File: src/design/gpib_addr_defs.vh
// Constants for the bus address decoder
`ifndef GPIB_ADDR_DEFS_VH
`define GPIB_ADDR_DEFS_VH

`define ADDR_FIELD_LSB    0
`define ADDR_FIELD_MSB    4
`define LISTEN_BIT        5
`define TALK_BIT          6
`define GROUP_LSB         5
`define GROUP_MSB         6
`define GROUP_LISTEN      2'h1
`define GROUP_TALK        2'h2
`define GROUP_SECONDARY   2'h3
`define ADDR_NONE         5'h1f
`define MAX_ADDR          5'h1e
`define CMD_UNLISTEN      7'h3f
`define CMD_UNTALK        7'h5f
`define LISTEN_OFFSET     7'h20
`define TALK_OFFSET       7'h40
`define SECONDARY_OFFSET  7'h60

`endif

File: src/design/gpib_address_decoder.v
// Talker and listener address decoder for a bus instrument
`include "gpib_addr_defs.vh"
`default_nettype none

module gpib_address_decoder #(
    parameter [4:0] PRIMARY_ADDR   = 5'h01,
    parameter [4:0] SECONDARY_ADDR = 5'h00,
    parameter       USE_SECONDARY  = 0
) (
    input  wire       clk,
    input  wire       rst,
    input  wire [4:0] my_primary,
    input  wire [4:0] my_secondary,
    input  wire       secondary_en,
    input  wire [7:0] dio_in,
    input  wire       atn_in,
    input  wire       ifc_in,
    input  wire       dav_in,
    input  wire       accept_done,
    output reg        nrfd_out,
    output reg        nrfd_oe,
    output reg        ndac_out,
    output reg        ndac_oe,
    output reg        talk_en,
    output reg        listen_en,
    output reg        data_strobe,
    output reg  [7:0] data_byte,
    output reg        cmd_strobe,
    output reg  [6:0] cmd_byte
);

// ----------------------------------------------------------------
// Input synchronisers
// ----------------------------------------------------------------
reg  [7:0] dio_s1;
reg  [7:0] dio_s2;
reg  [2:0] ctl_s1;
reg  [2:0] ctl_s2;
wire       atn = ctl_s2[2];
wire       ifc = ctl_s2[1];
wire       dav = ctl_s2[0];

always @(posedge clk or posedge rst) begin
    if (rst) begin
        dio_s1 <= 8'h00;
        dio_s2 <= 8'h00;
        ctl_s1 <= 3'h0;
        ctl_s2 <= 3'h0;
    end else begin
        dio_s1 <= dio_in;
        dio_s2 <= dio_s1;
        ctl_s1 <= {atn_in, ifc_in, dav_in};
        ctl_s2 <= ctl_s1;
    end
end

// ----------------------------------------------------------------
// Configured addresses
// ----------------------------------------------------------------
// Settings are sampled after reset release; 1Fh is clamped because it
// would alias the unaddress commands.
reg  [4:0] own_pri;
reg  [4:0] own_sec;
reg        own_sec_en;
reg        cfg_loaded;

always @(posedge clk or posedge rst) begin
    if (rst) begin
        own_pri    <= PRIMARY_ADDR;
        own_sec    <= SECONDARY_ADDR;
        own_sec_en <= 1'b0;
        cfg_loaded <= 1'b0;
    end else if (!cfg_loaded) begin
        cfg_loaded <= 1'b1;
        own_pri    <= (my_primary > `MAX_ADDR) ? `MAX_ADDR
                                               : my_primary;
        own_sec    <= (my_secondary > `MAX_ADDR) ? `MAX_ADDR
                                                 : my_secondary;
        own_sec_en <= secondary_en | (USE_SECONDARY != 0);
    end
end

// ----------------------------------------------------------------
// Command decode
// ----------------------------------------------------------------
wire [6:0] cmd    = dio_s2[6:0];
wire [4:0] field  = cmd[`ADDR_FIELD_MSB:`ADDR_FIELD_LSB];
wire [1:0] group  = cmd[`GROUP_MSB:`GROUP_LSB];
wire       is_unl = (cmd == `CMD_UNLISTEN);
wire       is_unt = (cmd == `CMD_UNTALK);
wire       addr_ok = (field != `ADDR_NONE);
wire       mla    = (cmd == `LISTEN_OFFSET + {2'b00, own_pri});
wire       mta    = (cmd == `TALK_OFFSET + {2'b00, own_pri});
wire       ota    = (group == `GROUP_TALK) && addr_ok && !mta;
wire       msa    = (cmd == `SECONDARY_OFFSET + {2'b00, own_sec});
wire       is_sec = (group == `GROUP_SECONDARY) && addr_ok;

// ----------------------------------------------------------------
// Acceptor handshake
// ----------------------------------------------------------------
localparam [1:0] ST_IDLE   = 2'd0;
localparam [1:0] ST_TAKE   = 2'd1;
localparam [1:0] ST_WAIT   = 2'd2;
localparam [1:0] ST_RELEASE = 2'd3;

reg  [1:0] state;
reg        pend_listen;
reg        pend_talk;
// During commands every device joins the handshake; with ATN low only a
// listener does, so an unaddressed device never holds the bus up.
wire       active = atn || listen_en;

always @(posedge clk or posedge rst) begin
    if (rst) begin
        state       <= ST_IDLE;
        nrfd_out    <= 1'b0;
        nrfd_oe     <= 1'b0;
        ndac_out    <= 1'b0;
        ndac_oe     <= 1'b0;
        talk_en     <= 1'b0;
        listen_en   <= 1'b0;
        pend_listen <= 1'b0;
        pend_talk   <= 1'b0;
        data_strobe <= 1'b0;
        data_byte   <= 8'h00;
        cmd_strobe  <= 1'b0;
        cmd_byte    <= 7'h00;
    end else if (ifc) begin
        state       <= ST_IDLE;
        talk_en     <= 1'b0;
        listen_en   <= 1'b0;
        pend_listen <= 1'b0;
        pend_talk   <= 1'b0;
        nrfd_oe     <= 1'b0;
        ndac_oe     <= 1'b0;
        data_strobe <= 1'b0;
        cmd_strobe  <= 1'b0;
    end else begin
        data_strobe <= 1'b0;
        cmd_strobe  <= 1'b0;
        // Open-drain lines: drive low to assert
        nrfd_out <= 1'b0;
        ndac_out <= 1'b0;
        case (state)
        ST_IDLE: begin
            nrfd_oe <= 1'b0;
            ndac_oe <= active;
            if (active && dav) begin
                state   <= ST_TAKE;
                nrfd_oe <= 1'b1;
            end
        end
        ST_TAKE: begin
            nrfd_oe <= 1'b1;
            ndac_oe <= 1'b1;
            state   <= ST_WAIT;
            if (atn) begin
                cmd_strobe <= 1'b1;
                cmd_byte   <= cmd;
                if (is_unl) begin
                    listen_en   <= 1'b0;
                    pend_listen <= 1'b0;
                    pend_talk   <= 1'b0;
                end else if (is_unt) begin
                    talk_en     <= 1'b0;
                    pend_talk   <= 1'b0;
                    pend_listen <= 1'b0;
                end else if (mla) begin
                    if (own_sec_en) begin
                        pend_listen <= 1'b1;
                    end else begin
                        listen_en <= 1'b1;
                    end
                    pend_talk <= 1'b0;
                end else if (mta) begin
                    if (own_sec_en) begin
                        pend_talk <= 1'b1;
                    end else begin
                        talk_en <= 1'b1;
                    end
                    pend_listen <= 1'b0;
                end else if (ota) begin
                    talk_en     <= 1'b0;
                    pend_talk   <= 1'b0;
                    pend_listen <= 1'b0;
                end else if (is_sec) begin
                    if (msa && pend_listen) begin
                        listen_en <= 1'b1;
                    end
                    if (msa && pend_talk) begin
                        talk_en <= 1'b1;
                    end
                    pend_listen <= 1'b0;
                    pend_talk   <= 1'b0;
                end else begin
                    pend_listen <= 1'b0;
                    pend_talk   <= 1'b0;
                end
            end else if (listen_en) begin
                data_strobe <= 1'b1;
                data_byte   <= dio_s2;
            end
        end
        ST_WAIT: begin
            // Hold NDAC until the user side has consumed a data byte
            if (atn || accept_done) begin
                ndac_oe <= 1'b0;
                state   <= ST_RELEASE;
            end
        end
        default: begin
            ndac_oe <= 1'b0;
            if (!dav) begin
                ndac_oe <= active;
                nrfd_oe <= 1'b0;
                state   <= ST_IDLE;
            end
        end
        endcase
    end
end

endmodule
`default_nettype wire

File: config.mk
export PLATFORM = sky130hd
export DESIGN_NAME = gpib_address_decoder
export DESIGN_NICKNAME = d
export VERILOG_FILES = /design/src/design/gpib_address_decoder.v
export VERILOG_INCLUDE_DIRS = /design/src /design/src/design
export SDC_FILE = /design/constraint.sdc
export NUM_CORES = 1
export LEC_CHECK = 0
export BUFFER_PORTS_ARGS = -buffer_cell sky130_fd_sc_hd__buf_2
export CAP_MARGIN = 0
export CORE_ASPECT_RATIO = 0.75
export CORE_MARGIN = 4
export CORE_UTILIZATION = 54
export DETAILED_ROUTE_END_ITERATION = 12
export PLACE_DENSITY = 0.78
export SLEW_MARGIN = 20
export SYNTH_ARGS = -nofsm -noshare
export SYNTH_HDL_FRONTEND = slang
export SYNTH_SLANG_ARGS = --single-unit
File: constraint.sdc
create_clock -name clk -period 2.51 [get_ports clk]
set_input_delay 0.502 -clock clk [delete_from_list [all_inputs] [get_ports clk]]
set_output_delay 0.502 -clock clk [all_outputs]
set_load 0.1 [all_outputs]
Word level (Yosys, flattened, before mapping):

Index checks and enable logic that the tools add are counted.

* logic and storage cells: 131
* flip-flop bits (word level): 59
* input bits: 25
* output and inout port bits: 23

* add/subtract/negate cells: 3
* reduce and logical (&&, ||, !) cells: 24
* eq/ne operators: 24
* bitwise gates (word level): 2
* multiplexer cells: 57
* order comparisons: 2

Operator list (number)
* $mux 1: 48
* $eq 7x7->1: 3
* $ne 4x4->1 const B: 4
* $ne 3x3->1 const B: 4
* $reduce_and 3->1: 4
* $gt 5x5->1 const B: 2
* $mux 5: 2
* $ne 5x5->1 const B: 2
* $reduce_bool 5->1: 2
* $mux 2: 4
* $reduce_and 8->1: 1
* $reduce_bool 4->1: 2
* $add 6x5->7 const A: 1
* $add 6x6->7 const A: 1
* $add 7x5->7 const A: 1
* $eq 7x6->1 const B: 1
* $eq 7x7->1 const B: 1
* $reduce_and 7->1: 1
* $eq 2x2->1 const B: 3
* $logic_and 1x1->1: 6
* $ne 6x6->1 const B: 1
* $pmux 1 s3: 2
* $pmux 2 s3: 1
* $ne 5x1->1 const B: 1
* 10 further kinds: 14

Depth between registers and ports, before layout:

Gate-level depths: netlist of run 1.

* word-level depth: 13
* gate-level depth with buffers: 7
* mapped depth without buffers: 7

Least setup slack after synthesis of run 1:

Ideal clock, no wire load.

* kind: register to register
* start point: register listen_en
* end point: register data_byte[0]
* setup time: 0.125 ns
* period minus slack after synthesis: 1.917 ns
* cell stages (with the launch flop): 4
* slack: 0.593 ns
* data arrival time: 1.791 ns
* data required time: 2.385 ns
* cells stage by stage: dfrtp_1 -> nor4bb_1 -> buf_2 -> mux2_2

* longest elaborated chain between the ends: 1

Ends and longest elaborated chain
* from (decl): RTL line gpib_address_decoder.v:25 `output reg listen_en,`
* from (signal assigned): RTL line gpib_address_decoder.v:121 `listen_en <= 1'b0;`
* from (signal assigned): RTL line gpib_address_decoder.v:131 `listen_en <= 1'b0;`
* from (signal assigned): RTL line gpib_address_decoder.v:161 `listen_en <= 1'b0;`
* $reduce_and 4->1 (no source line)
* to (signal assigned): RTL line gpib_address_decoder.v:201 `data_byte <= dio_s2;`
* to (decl): RTL line gpib_address_decoder.v:27 `output reg [7:0] data_byte,`

No other way between the ends.
A chain may end at the register's enable or synchronous reset.

Final worst setup path of run 1:

* start point: register state[1]
* end point: register data_byte[5]

* longest elaborated chain between the ends: 2

Ends and longest elaborated chain
* from (decl): RTL line gpib_address_decoder.v:106 `reg [1:0] state;`
* from (signal assigned): RTL line gpib_address_decoder.v:115 `state <= ST_IDLE;`
* from (signal assigned): RTL line gpib_address_decoder.v:129 `state <= ST_IDLE;`
* from (signal assigned): RTL line gpib_address_decoder.v:149 `state <= ST_TAKE;`
* $eq 2x1->1: RTL line gpib_address_decoder.v:144 `case (state)`
* $reduce_and 4->1 (no source line)

No other way between the ends.

==> results of run 1 <==
==> final cells by class <==
class	instances	area share, %
clock buffers	12	5.846
multi-input cells	110	28.61
flip-flops and latches	59	52.30
well taps	55	2.436
clock inverters	2	1.240
repair buffers	47	8.503
inverters	8	1.063
==> placed cells by master (no fill, tap or decap), drive strengths merged, types with 5 or more instances in the layout <==
cell    Yosys  routed
nor3        7       7
o21ai       5       5
a21oi       5       5
nand2      12      12
clkbuf      3      12
buf         4      47
inv         8       8
dfrtp      58      58
nor2       10      10
xnor2       9       9
mux2       22      22
==> power groups by stage <==
stage | logic [mW] | clock network (mW) | registers [mW]
CTS | 1.02 | 0.887 | 1.18
global route | 1.07 | 0.931 | 1.19
floorplan | 0.318 | 0 | 1.72
detailed placement | 1.02 | 0 | 1.19
global placement | 0.998 | 0 | 1.19
finish | 1.01 | 0.862 | 1.18
==> metal layers <==
metal	wire, µm	vias up	part of all wire (%)	track usage [%]
met4	39	0	0.90	6.522
met5	0	-	0	0
met2	1908	46	44	26.18
met3	343	5	7.9	8.521
li1	-	739	-	-
met1	2025	760	47	22.21
==> registers in the layout, indices dropped and copies added (netlist names) <==
name / flops
listen_en: 1
dio_s2: 8
own_sec: 5
ctl_s1: 3
ctl_s2: 3
cmd_strobe: 1
ndac_oe: 1
talk_en: 1
own_sec_en: 1
pend_talk: 1
own_pri: 5
cmd_byte: 7
state: 2
data_byte: 8
data_strobe: 1
dio_s1: 8
pend_listen: 1
nrfd_oe: 1
cfg_loaded: 1
==> how the worst min path moves through the flow <==
stage | depth (start not counted) | startpoint | to | slack, ns
2_1_floorplan | 0 | ctl_s1[0]$_DFF_PP0_ | ctl_s2[0]$_DFF_PP0_ | 0.33
3_3_place_gp | 0 | dio_s1[3]$_DFF_PP0_ | dio_s2[3]$_DFF_PP0_ | 0.33
3_5_place_dp | 0 | dio_s1[1]$_DFF_PP0_ | dio_s2[1]$_DFF_PP0_ | 0.33
4_1_cts | 1 | dio_in[2] | dio_s1[2]$_DFF_PP0_ | 0.25
5_1_grt | 1 | dio_in[7] | dio_s1[7]$_DFF_PP0_ | 0.25
6_report | 1 | dio_in[2] | dio_s1[2]$_DFF_PP0_ | 0.27
==> through the flow <==
stage / instance area (µm²) / power [mW] / hold WS [ns] / util (%)
floorplan: 2372 / 2.043 / 0.3312 / -
global placement: 2625 / 2.184 / 0.3327 / 63.58
detailed placement: 2625 / 2.208 / 0.3347 / 63.58
CTS: 2825 / 3.081 / 0.2509 / 68.42
global route: 2825 / 3.197 / 0.2450 / 68.42
finish: 2825 / 3.053 / 0.2705 / 68.42
==> critical path, delay by kind of cell, from the launching register on <==
family / cells / cell delay (ns)
buffers and inverters: 2 / 0.31
flip-flops: 1 / 0.41
adder cells (fa/ha/maj): 1 / 0.33
AND/OR/NAND/NOR: 1 / 0.32
multiplexers: 1 / 0.35
==> kinds of logic (layout without fill, tap and decap cells) <==
logic type	Yosys count	count (layout)	synth area share (%)
adder cells (fa/ha/maj)	4	4	2.113
AO/OA/AOI/OAI	28	28	8.029
flip-flops	59	59	62.39
XOR/XNOR	9	9	3.328
other	2	3	0.3171
AND/OR/NAND/NOR	44	44	9.457
buffers and inverters	15	69	3.909
multiplexers	22	22	10.46
==> key figures, run 1 <==
Final layout
  – Post-Layout Cell Count: 293
  – Fill count: about 320
  – Fraction of layout cells with a size suffix above 1: 37.39%
  – Layout Nets: 264
  – ANT cells: 0
  – Area Growth Syn to Fin: 19.28%
  – Reg area: 1478 µm²
  – Multi-input logic area: 808.3 µm²

Synth
  – Cells after synthesis: 183
  – Synth warn: 0
  – Count of unique library cells instantiated by Yosys: 39
  – Ys async rst share: 100.0%
  – Post-Syn Area per Cell: between 10 and 15 µm²
  – Number of synthesized flops with an enable pin: 0
  – Prevailing post-synth register cell: dfrtp_1
  – Most common cell in the netlist: dfrtp_1
  – Yosys top cell by area: dfrtp_1
  – Share of the synthesized area in the top cell type: 61.28%
  – Post-Syn Area: roughly 2400 µm²
  – #FFs+latches synth: 59
  – Sequential area share after synthesis: 62.39%
  – Main area contributors after synthesis: dfrtp_1, mux2_2, xnor2_1
  – Commonest cells in the synthesized netlist: dfrtp_1, mux2_2, nand2_1, nor2_1, xnor2_1

Global route
  – Global Route Usage Sum: 17.51%
  – First-pass GRT wire length: 7.300 mm
  – Pin count of the biggest net entering global routing: 60
  – Initial antenna violation count: 0
  – Global route overflow: 0
  – Vias in the first global route: 1536

Drt
  – Initial DRC Count: 96
  – Avg WL per Cell: about 15 µm
  – DR vias/cell: 5.290
  – DRC viols: 0
  – First-pass detailed-route iteration total: 4
  – DRT Wirelength: 4.317 mm
  – Antenna-violating nets left: 0
  – Vias post-DR: 1550

Die
  – Core Region: between 4000 and 5000 µm²
  – Die ar.: between 5000 and 6000 µm²
  – IO Pins: 48
  – Initial core utilization: between 50% and 60%
  – Row cnt: 20
  – Horiz. Die Dim: 84.48 µm
  – Die height: 65.36 µm

Placement
  – Placed Cells incl. Taps: 279
  – Dpl hpwl: 3.094 mm
  – IO Port Bufs: between 40 and 50
  – Worst slack, placed: 0.6766 ns
  – Routability congestion estimate from global placement: 0.8049

STA
  – Transition time of the tightest slew-check pin: 0.6976 ns
  – Final worst path period share: 73.29%
  – Min cycle time layout: 1.839 ns
  – Slew margin rel.: 53.49%
  – Fmax: roughly 540 MHz
  – RSZ-0062 raised after global routing: false
  – Final Hold Viols: 0
  – Final setup fails: 0
  – Clock skew: 0.006770 ns
  – Fin worst setup slack: 0.6705 ns
  – Max Transition Viols Final: 0
  – Total negative slack: 0 ns

Pwr
  – Clock power share: roughly 28%
  – Peak VDD IR: roughly 800 µV
  – Leakage: 1.383 nW
  – Combinational power share: 33.2%
  – Power Internal: 1.833 mW
  – Pwr/cell area: about 1100 nW/µm²
  – Sw Share: 39.95%
  – Switch Pwr: 1.219 mW
  – Sequential power share: 38.5%

Hold path
  – Worst min-delay path class: input pin to flop

Clock network
  – Reg clk slew, reported paths: 0.06 ns
  – Num CTS Buffers: 9
  – Post-cts sizing count: 0
  – H-tree lvl count: 3
  – Clock root buffer: clkbuf_8
  – CTS tree: yes
  – Clock latency on the worst-skew pair: 0.33 ns
  – CTS Hold Buffers Added: 0
  – Clk sink count: 59
  – Longest Clk Path Bufs: 2
  – Post-CTS setup buffer count: 0

Critical path
  – Setup crit start kind: flop
  – Worst setup path class: flop to flop
  – Slowest cell delay on critical path: roughly 0.4 ns
  – Arrival time at the worst endpoint: 2.05 ns
  – Reg2reg end: data_byte[5]$_DFFE_PP0P_
  – R2R depth: 5
  – Flop2flop setup slack: 0.67 ns
  – CP Capture Point: data_byte[5]$_DFFE_PP0P_
  – CP startpoint: state[1]$_DFFE_PP0P_
  – Worst endpoint required time: roughly 2.7 ns
  – Crit-path cells: inv_1, ha_1, nor4bb_2, buf_4, mux2_2
  – Worst r2r src: state[1]$_DFFE_PP0P_
  – Slowest library cell on the worst path: dfrtp_1
  – CP endpoint kind: flop
  – CP max FO: 10

Run status
  – Outcome: finished, final reports clean

Job
  – Max-Cap Viols: 0
Note: power is estimated with default switching activity, not from simulation.
==> run 2, diff against run 1 <==
==> constraint.sdc (replaced) <==
create_clock -name clk -period 1.77 [get_ports clk]
set_input_delay 0.354 -clock clk [delete_from_list [all_inputs] [get_ports clk]]
set_output_delay 0.354 -clock clk [all_outputs]
set_load 0.1 [all_outputs]
==> run 2 against run 1 <==
Effect of this change:
- clock power is 57% higher
- highest routed layer unchanged
- largest cell class unchanged
- clock skew is 0.0014 ns lower
- sequential power increased by 42%
- sequential share of layout area is 1.5 points lower
- largest power group unchanged
- via count is 3.5% higher
- final cell count increased by 2.0%
==> key figures, run 2 (synthesis gave the netlist of run 1 again) <==
Placement
  – Placed inst area: 2671 µm² (was 2625 µm²)
  – Dpl hpwl: 3.090 mm (was 3.094 mm)
  – IO Port Bufs: 45 (unchanged)
  – Routability congestion estimate from global placement: 0.8386 (was 0.8049)

Run status
  – Outcome: finished, final reports clean (unchanged)

Critical path
  – Worst setup path class: flop to flop (unchanged)
  – CP endpoint kind: flop (unchanged)
  – Worst endpoint required time: 1.98 ns (was 2.72 ns)
  – CP max FO: 9 (was 10)
  – CP startpoint: state[1]$_DFFE_PP0P_ (unchanged)
  – R2R depth: 5 (unchanged)
  – Arrival time at the worst endpoint: 1.88 ns (was 2.05 ns)
  – Worst r2r src: state[1]$_DFFE_PP0P_ (unchanged)
  – Setup crit start kind: flop (unchanged)
  – Flop2flop setup slack: 0.1 ns (was 0.67 ns)
  – Reg2reg end: data_byte[4]$_DFFE_PP0P_ (was data_byte[5]$_DFFE_PP0P_)

Global route
  – Global Route Usage Sum: 17.92% (was 17.51%)
  – Initial antenna violation count: 0 (unchanged)
  – Global route overflow: 0 (unchanged)
  – Vias in the first global route: 1512 (was 1536)
  – Pin count of the biggest net entering global routing: 60 (unchanged)
  – First-pass GRT wire length: 7.417 mm (was 7.300 mm)

Die
  – Die height: 65.36 µm (unchanged)
  – Horiz. Die Dim: 84.48 µm (unchanged)
  – Core Region: 4129 µm² (unchanged)
  – Die ar.: 5521 µm² (unchanged)
  – Row cnt: 20 (unchanged)
  – Initial core utilization: 57.36% (unchanged)
  – IO Pins: 48 (unchanged)

Clock network
  – H-tree lvl count: 3 (unchanged)
  – CTS Hold Buffers Added: 0 (unchanged)
  – Clock root buffer: clkbuf_8 (unchanged)
  – CTS tree: yes (unchanged)
  – Reg clk slew, reported paths: 0.06 ns (about the same)
  – Num CTS Buffers: 9 (unchanged)
  – Post-CTS setup buffer count: 0 (unchanged)
  – Clk sink count: 59 (unchanged)
  – Clock latency on the worst-skew pair: 0.33 ns (about the same)
  – Longest Clk Path Bufs: 2 (unchanged)

Pwr
  – Clock power share: 30.2% (was 28.2%)
  – Switch Pwr: 1.745 mW (was 1.219 mW)
  – Sequential power share: 37.2% (was 38.5%)
  – Pwr/cell area: 1543 nW/µm² (was 1081 nW/µm²)
  – Power Internal: 2.741 mW (was 1.833 mW)
  – Peak VDD IR: 1389 µV (was 819.3 µV)
  – Sw Share: 38.90% (was 39.95%)
  – Leakage: 1.411 nW (was 1.383 nW)
  – Combinational power share: 32.6% (was 33.2%)

Drt
  – DRC viols: 0 (unchanged)
  – DRT Wirelength: 4.400 mm (was 4.317 mm)
  – Avg WL per Cell: 14.72 µm (was 14.73 µm)
  – Vias post-DR: 1605 (was 1550)
  – Initial DRC Count: 124 (was 96)
  – Antenna-violating nets left: 0 (unchanged)
  – First-pass detailed-route iteration total: 4 (unchanged)
  – DR vias/cell: 5.368 (was 5.290)

STA
  – Final worst path period share: 94.57% (was 73.29%)
  – Clock skew: 0.005390 ns (was 0.006770 ns)
  – Fmax: 597.4 MHz (was 543.6 MHz)
  – RSZ-0062 raised after global routing: false (unchanged)
  – Max Transition Viols Final: 0 (unchanged)
  – Min cycle time layout: 1.674 ns (was 1.839 ns)
  – Final setup fails: 0 (unchanged)
  – Final Hold Viols: 0 (unchanged)

Final layout
  – Commonest non-fill, non-tap cell in the layout: dfrtp_1 (unchanged)
  – Layout Nets: 268 (was 264)
  – Fraction of layout cells with a size suffix above 1: 39.34% (was 37.39%)
  – Commonest cells after routing, fill and taps aside: dfrtp_1, buf_2, mux2_2 (unchanged)
  – Top Registers: data_byte (8), dio_s1 (8), dio_s2 (8) (unchanged)
  – ANT cells: 0 (unchanged)
  – Fin util: 70.39% (was 68.42%)
  – Area Growth Syn to Fin: 22.72% (was 19.28%)
  – Final instance area: 2907 µm² (was 2825 µm²)

Job
  – Max-Cap Viols: 0 (unchanged)

Hold path
  – Worst min-delay path class: input pin to async pin (was input pin to flop)
-- run 2: layout make-up --
class,count,area (µm²)
sequential,59,1478
fill,329,1222
multi-input combinational,110,815.8
timing repair buffer,51,282.8
clock buffer,12,155.1
clock inverter,4,72.57
tap,55,68.82
inverter,8,33.78
-- run 2: worst max-delay path by stage --
stage / to / slack [ns] / cells after the start
3_3_place_gp: data_byte[1]$_DFFE_PP0P_ / 0.13 / 5
6_report: data_byte[4]$_DFFE_PP0P_ / 0.1 / 5
3_5_place_dp: cmd_byte[3]$_DFFE_PP0P_ / 0.04 / 5
2_1_floorplan: data_byte[0]$_DFFE_PP0P_ / -0.15 / 3
4_1_cts: cmd_byte[4]$_DFFE_PP0P_ / 0.01 / 5
5_1_grt: data_byte[4]$_DFFE_PP0P_ / 0.006 / 5
-- run 2: power by group through the flow --
stage          Combinational [mW]  Clock (mW)  Sequential (mW)
2_1_floorplan               0.451           0             2.45
3_3_place_gp                 1.44           0             1.68
3_5_place_dp                 1.46           0             1.69
4_1_cts                      1.47        1.39             1.67
5_1_grt                      1.56        1.46             1.69
6_report                     1.46        1.35             1.67
-- run 2: worst max-delay path: stages, from the launching register on --
cell	delay [ns]
dfrtp_1	0.41
inv_1	0.09
ha_2	0.21
nor4bb_2	0.28
buf_4	0.22
mux2_2	0.35
-- run 2: timing repair --
action / 4_1_cts / 5_1_grt
endpoints found under the setup margin: 0 / 11
resized for setup: 0 / 2
endpoints found under the hold margin: 0 / 0
-- run 2: stage by stage --
stage | worst slack (ns) | power, mW | std cells | hold slack (ns) | setup TNS (ns)
2_1_floorplan | -0.1466 | 2.897 | 184 | 0.3312 | -1.172
3_3_place_gp | 0.1261 | 3.123 | 283 | 0.3323 | 0
3_5_place_dp | 0.03663 | 3.152 | 283 | 0.3347 | 0
4_1_cts | 0.01392 | 4.526 | 299 | 0.09557 | 0
5_1_grt | 0.005850 | 4.707 | 299 | 0.1044 | 0
6_report | 0.09614 | 4.486 | 299 | 0.09289 | 0
-- run 2: per-layer routing --
layer / vias to the layer above / global-route usage [%] / part of all wire [%]
li1: 754 / - / -
met5: - / 0 / 0
met4: 0 / 7.510 / 1.7
met1: 773 / 24.46 / 44
met3: 10 / 7.519 / 9.4
met2: 68 / 25.30 / 44
==> run 3, diff against run 2 <==
--- a/config.mk
+++ b/config.mk
@@ -6,13 +6,14 @@
 export SDC_FILE = /design/constraint.sdc
 export NUM_CORES = 1
 export LEC_CHECK = 0
+export ABC_AREA = 1
 export BUFFER_PORTS_ARGS = -buffer_cell sky130_fd_sc_hd__buf_2
 export CAP_MARGIN = 0
 export CORE_ASPECT_RATIO = 0.75
 export CORE_MARGIN = 4
-export CORE_UTILIZATION = 54
+export CORE_UTILIZATION = 59
 export DETAILED_ROUTE_END_ITERATION = 12
-export PLACE_DENSITY = 0.78
+export PLACE_DENSITY = 0.83
 export SLEW_MARGIN = 20
 export SYNTH_ARGS = -nofsm -noshare
 export SYNTH_HDL_FRONTEND = slang
==> constraint.sdc (replaced) <==
create_clock -name clk -period 2.1 [get_ports clk]
set_input_delay 0.42 -clock clk [delete_from_list [all_inputs] [get_ports clk]]
set_output_delay 0.42 -clock clk [all_outputs]
set_load 0.1 [all_outputs]
==> run 3 against run 2 <==
Effect of this change:
- clock-buffer cell count rose by 2
- via count rose by 27%
- critical path type is now flop to output pin
- final cell count rose by 35%
- cell area rose by 2.4%
- die area fell by 2.1%
- first-iteration DRC count rose by 50%
- flip-flop and latch count did not move
- worst hold slack improved by 0.047 ns
==> key figures, run 3 <==
Final layout
  – Fill count: 302 (was 329)
  – Multi-input logic area: 843.3 µm² (was 815.8 µm²)
  – Commonest non-fill, non-tap cell in the layout: nand2_1 (was dfrtp_1)
  – Final instance area: 2975 µm² (was 2907 µm²)
  – ANT cells: 0 (unchanged)
  – Fraction of layout cells with a size suffix above 1: 20.34% (was 39.34%)
  – Layout Nets: 373 (was 268)
  – Area Growth Syn to Fin: 17.72% (was 22.72%)
  – Reg area: 1478 µm² (unchanged)
  – Commonest cells after routing, fill and taps aside: nand2_1, dfrtp_1, buf_2 (was dfrtp_1, buf_2, mux2_2)
  – Top Registers: data_byte (8), dio_s1 (8), dio_s2 (8) (unchanged)

Pwr
  – Peak VDD IR: 884.1 µV (was 1389 µV)
  – Clock power share: 24.3% (was 30.2%)
  – Sw Share: 44.80% (was 38.90%)
  – Pwr/cell area: 1234 nW/µm² (was 1543 nW/µm²)
  – Leakage: 1.616 nW (was 1.411 nW)
  – Combinational power share: 37.4% (was 32.6%)
  – Sequential power share: 38.3% (was 37.2%)
  – Switch Pwr: 1.645 mW (was 1.745 mW)
  – Power Internal: 2.027 mW (was 2.741 mW)

STA
  – Fmax: 631.6 MHz
  – RSZ-0062 raised after global routing: false (unchanged)
  – Final Hold Viols: 0 (unchanged)
  – Total negative slack: 0 ns (unchanged)
  – Min cycle time layout: 1.583 ns
  – Transition time of the tightest slew-check pin: 0.5930 ns
  – Max Transition Viols Final: 0 (unchanged)
  – Slew margin rel.: about 60%
  – Final worst path period share: 75.40%
  – Final setup fails: 0 (unchanged)
  – Clock skew: 0.008115 ns (was 0.005390 ns)

Synth
  – Sequential area share after synthesis: 58.47% (was 62.39%)
  – Commonest cells in the synthesized netlist: nand2_1, dfrtp_1, inv_1, o21ai_0, nor2_1 (was dfrtp_1, mux2_2, nand2_1, nor2_1, xnor2_1)
  – Post-Syn Area: 2527 µm² (was 2369 µm²)
  – Number of synthesized flops with an enable pin: 0 (unchanged)
  – Post-Syn Area per Cell: 8.656 µm² (was 12.94 µm²)
  – Yosys top cell by area: dfrtp_1 (unchanged)
  – Most common cell in the netlist: nand2_1 (was dfrtp_1)
  – Main area contributors after synthesis: dfrtp_1, nand2_1, inv_1 (was dfrtp_1, mux2_2, xnor2_1)
  – Ys async rst share: 100.0% (unchanged)
  – Synth warn: 0 (unchanged)
  – #FFs+latches synth: 59 (unchanged)
  – Prevailing post-synth register cell: dfrtp_1 (unchanged)
  – Count of unique library cells instantiated by Yosys: 28 (was 39)
  – Cells after synthesis: 292 (was 183)
  – Share of the synthesized area in the top cell type: 57.43% (was 61.28%)

Critical path
  – Setup crit start kind: flop (unchanged)
  – Worst setup path class: flop to output pin (was flop to flop)
  – Slowest library cell on the worst path: buf_2 (was dfrtp_1)
  – Reg2reg end: cmd_byte[1]$_DFFE_PP0P_ (was data_byte[4]$_DFFE_PP0P_)
  – Worst r2r src: state[1]$_DFFE_PP0P_ (unchanged)
  – R2R depth: 7 (was 5)
  – Flop2flop setup slack: 0.53 ns (was 0.1 ns)
  – CP top delay family: buffers and inverters (was flip-flops)
  – Slowest cell delay on critical path: 0.44 ns (was 0.41 ns)
  – Worst endpoint required time: 1.68 ns (was 1.98 ns)
  – Worst path bufs/invs: 1 (was 2)
  – CP endpoint kind: output pin (was flop)
  – Crit-path cells: buf_2 (was inv_1, ha_2, nor4bb_2, buf_4, mux2_2)
  – CP max FO: 3 (was 9)
  – Arrival time at the worst endpoint: 1.16 ns (was 1.88 ns)

Drt
  – DRT Wirelength: 4.996 mm (was 4.400 mm)
  – DR vias/cell: 5.052 (was 5.368)
  – Avg WL per Cell: 12.37 µm (was 14.72 µm)
  – Initial DRC Count: 186 (was 124)
  – DRC viols: 0 (unchanged)
  – Vias post-DR: 2041 (was 1605)
  – First-pass detailed-route iteration total: 5 (was 4)
  – Antenna-violating nets left: 0 (unchanged)

Global route
  – Global Route Usage Sum: 20.76% (was 17.92%)
  – Pin count of the biggest net entering global routing: 31 (was 60)
  – Global route overflow: 0 (unchanged)
  – First-pass GRT wire length: 8.700 mm (was 7.417 mm)
  – Initial antenna violation count: 0 (unchanged)
  – Vias in the first global route: 1972 (was 1512)

Die
  – Core Region: 4079 µm² (was 4129 µm²)
  – Die height: 64.68 µm (was 65.36 µm)
  – Horiz. Die Dim: 83.58 µm (was 84.48 µm)
  – Die ar.: 5406 µm² (was 5521 µm²)
  – Initial core utilization: 61.96% (was 57.36%)
  – IO Pins: 48 (unchanged)
  – Row cnt: 20 (unchanged)

Job
  – Max-Cap Viols: 0 (unchanged)

Clock network
  – Reg clk slew, reported paths: 0.07 ns (was 0.06 ns)
  – CTS tree: yes (unchanged)
  – Longest Clk Path Bufs: 2 (unchanged)
  – Clock root buffer: clkbuf_8 (unchanged)
  – Clk sink count: 59 (unchanged)
  – CTS Hold Buffers Added: 0 (unchanged)
  – Post-CTS setup buffer count: 0 (unchanged)
  – Post-cts sizing count: 0 (unchanged)
  – Num CTS Buffers: 9 (unchanged)
  – H-tree lvl count: 3 (unchanged)
  – Clock latency on the worst-skew pair: 0.34 ns (was 0.33 ns)

Placement
  – Placed inst area: 2803 µm² (was 2671 µm²)
  – Routability congestion estimate from global placement: 0.9770 (was 0.8386)
  – IO Port Bufs: 45 (unchanged)
  – Dpl hpwl: 3.837 mm (was 3.090 mm)

Hold path
  – Worst min-delay path class: input pin to async pin (unchanged)

Run status
  – Outcome: finished, final reports clean (unchanged)
[run 3: cell count changes in the layout (fill, tap and decap cells not counted), sizes merged, moves of 4 or more]
| cell | change |
|---|---|
| buf | -4 |
| nand3 | +11 |
| inv | +39 |
| nand2 | +71 |
| nor2 | +16 |
| o21ai | +26 |
| mux2 | -22 |
| xnor2 | -9 |
| nor3 | -5 |
[run 3: cell type report]
class,instances,share of cell area (%)
Inverter,46,5.803
Sequential cell,59,49.66
Multi-Input combinational cell,181,28.34
Clock buffer,14,5.467
Clock inverter,2,0.3364
Tap cell,55,2.313
Timing Repair Buffer,47,8.074
[run 3: per-layer routing]
metal  GRT usage [%]  routed length, µm
met1           26.66               2230
met2           31.15               2136
met3           7.751                541
met4           10.44                 88
met5               0                  0
[run 3: cell families (layout without fill, tap and decap cells)]
| kind of cell | after synthesis | count (layout) | synth area share [%] |
|---|---|---|---|
| flip-flops | 59 | 59 | 58.47 |
| buffers and inverters | 53 | 109 | 8.316 |
| adder cells (fa/ha/maj) | 4 | 4 | 1.980 |
| AND/OR/NAND/NOR | 132 | 132 | 21.83 |
| other | 2 | 3 | 0.2971 |
| AO/OA/AOI/OAI | 42 | 42 | 9.109 |
[run 3: power by group through the flow]
| stage | registers [mW] | clock network [mW] | logic, mW |
|---|---|---|---|
| after detailed placement | 1.43 | 0 | 1.37 |
| final | 1.41 | 0.892 | 1.37 |
| after floorplan | 2.19 | 0 | 0.362 |
| after global routing | 1.43 | 0.970 | 1.46 |
| after CTS | 1.41 | 0.915 | 1.38 |
| after global placement | 1.42 | 0 | 1.34 |
[run 3: stage by stage]
stage | setup slack, ns | hold WS [ns] | util (%) | total power [mW] | cells
after floorplan | 0.2253 | 0.3312 | - | 2.550 | 293
after global placement | 0.6416 | 0.3328 | 68.71 | 2.762 | 388
after detailed placement | 0.5481 | 0.3347 | 68.71 | 2.800 | 388
after CTS | 0.5076 | 0.1457 | 72.94 | 3.699 | 404
after global routing | 0.3069 | 0.1739 | 72.94 | 3.858 | 404
final | 0.5166 | 0.1400 | 72.94 | 3.672 | 404
[run 3: how the worst max path moves through the flow]
stage	from	endpoint	slack, ns	cells after the start
after floorplan	rst	cfg_loaded$_DFF_PP0_	0.23	1
after global placement	state[1]$_DFFE_PP0P_	cmd_byte[4]$_DFFE_PP0P_	0.64	7
after detailed placement	state[1]$_DFFE_PP0P_	cmd_byte[3]$_DFFE_PP0P_	0.55	7
after CTS	listen_en$_DFFE_PP0P_	listen_en	0.51	1
after global routing	state[1]$_DFFE_PP0P_	cmd_byte[6]$_DFFE_PP0P_	0.31	6
final	listen_en$_DFFE_PP0P_	listen_en	0.52	1
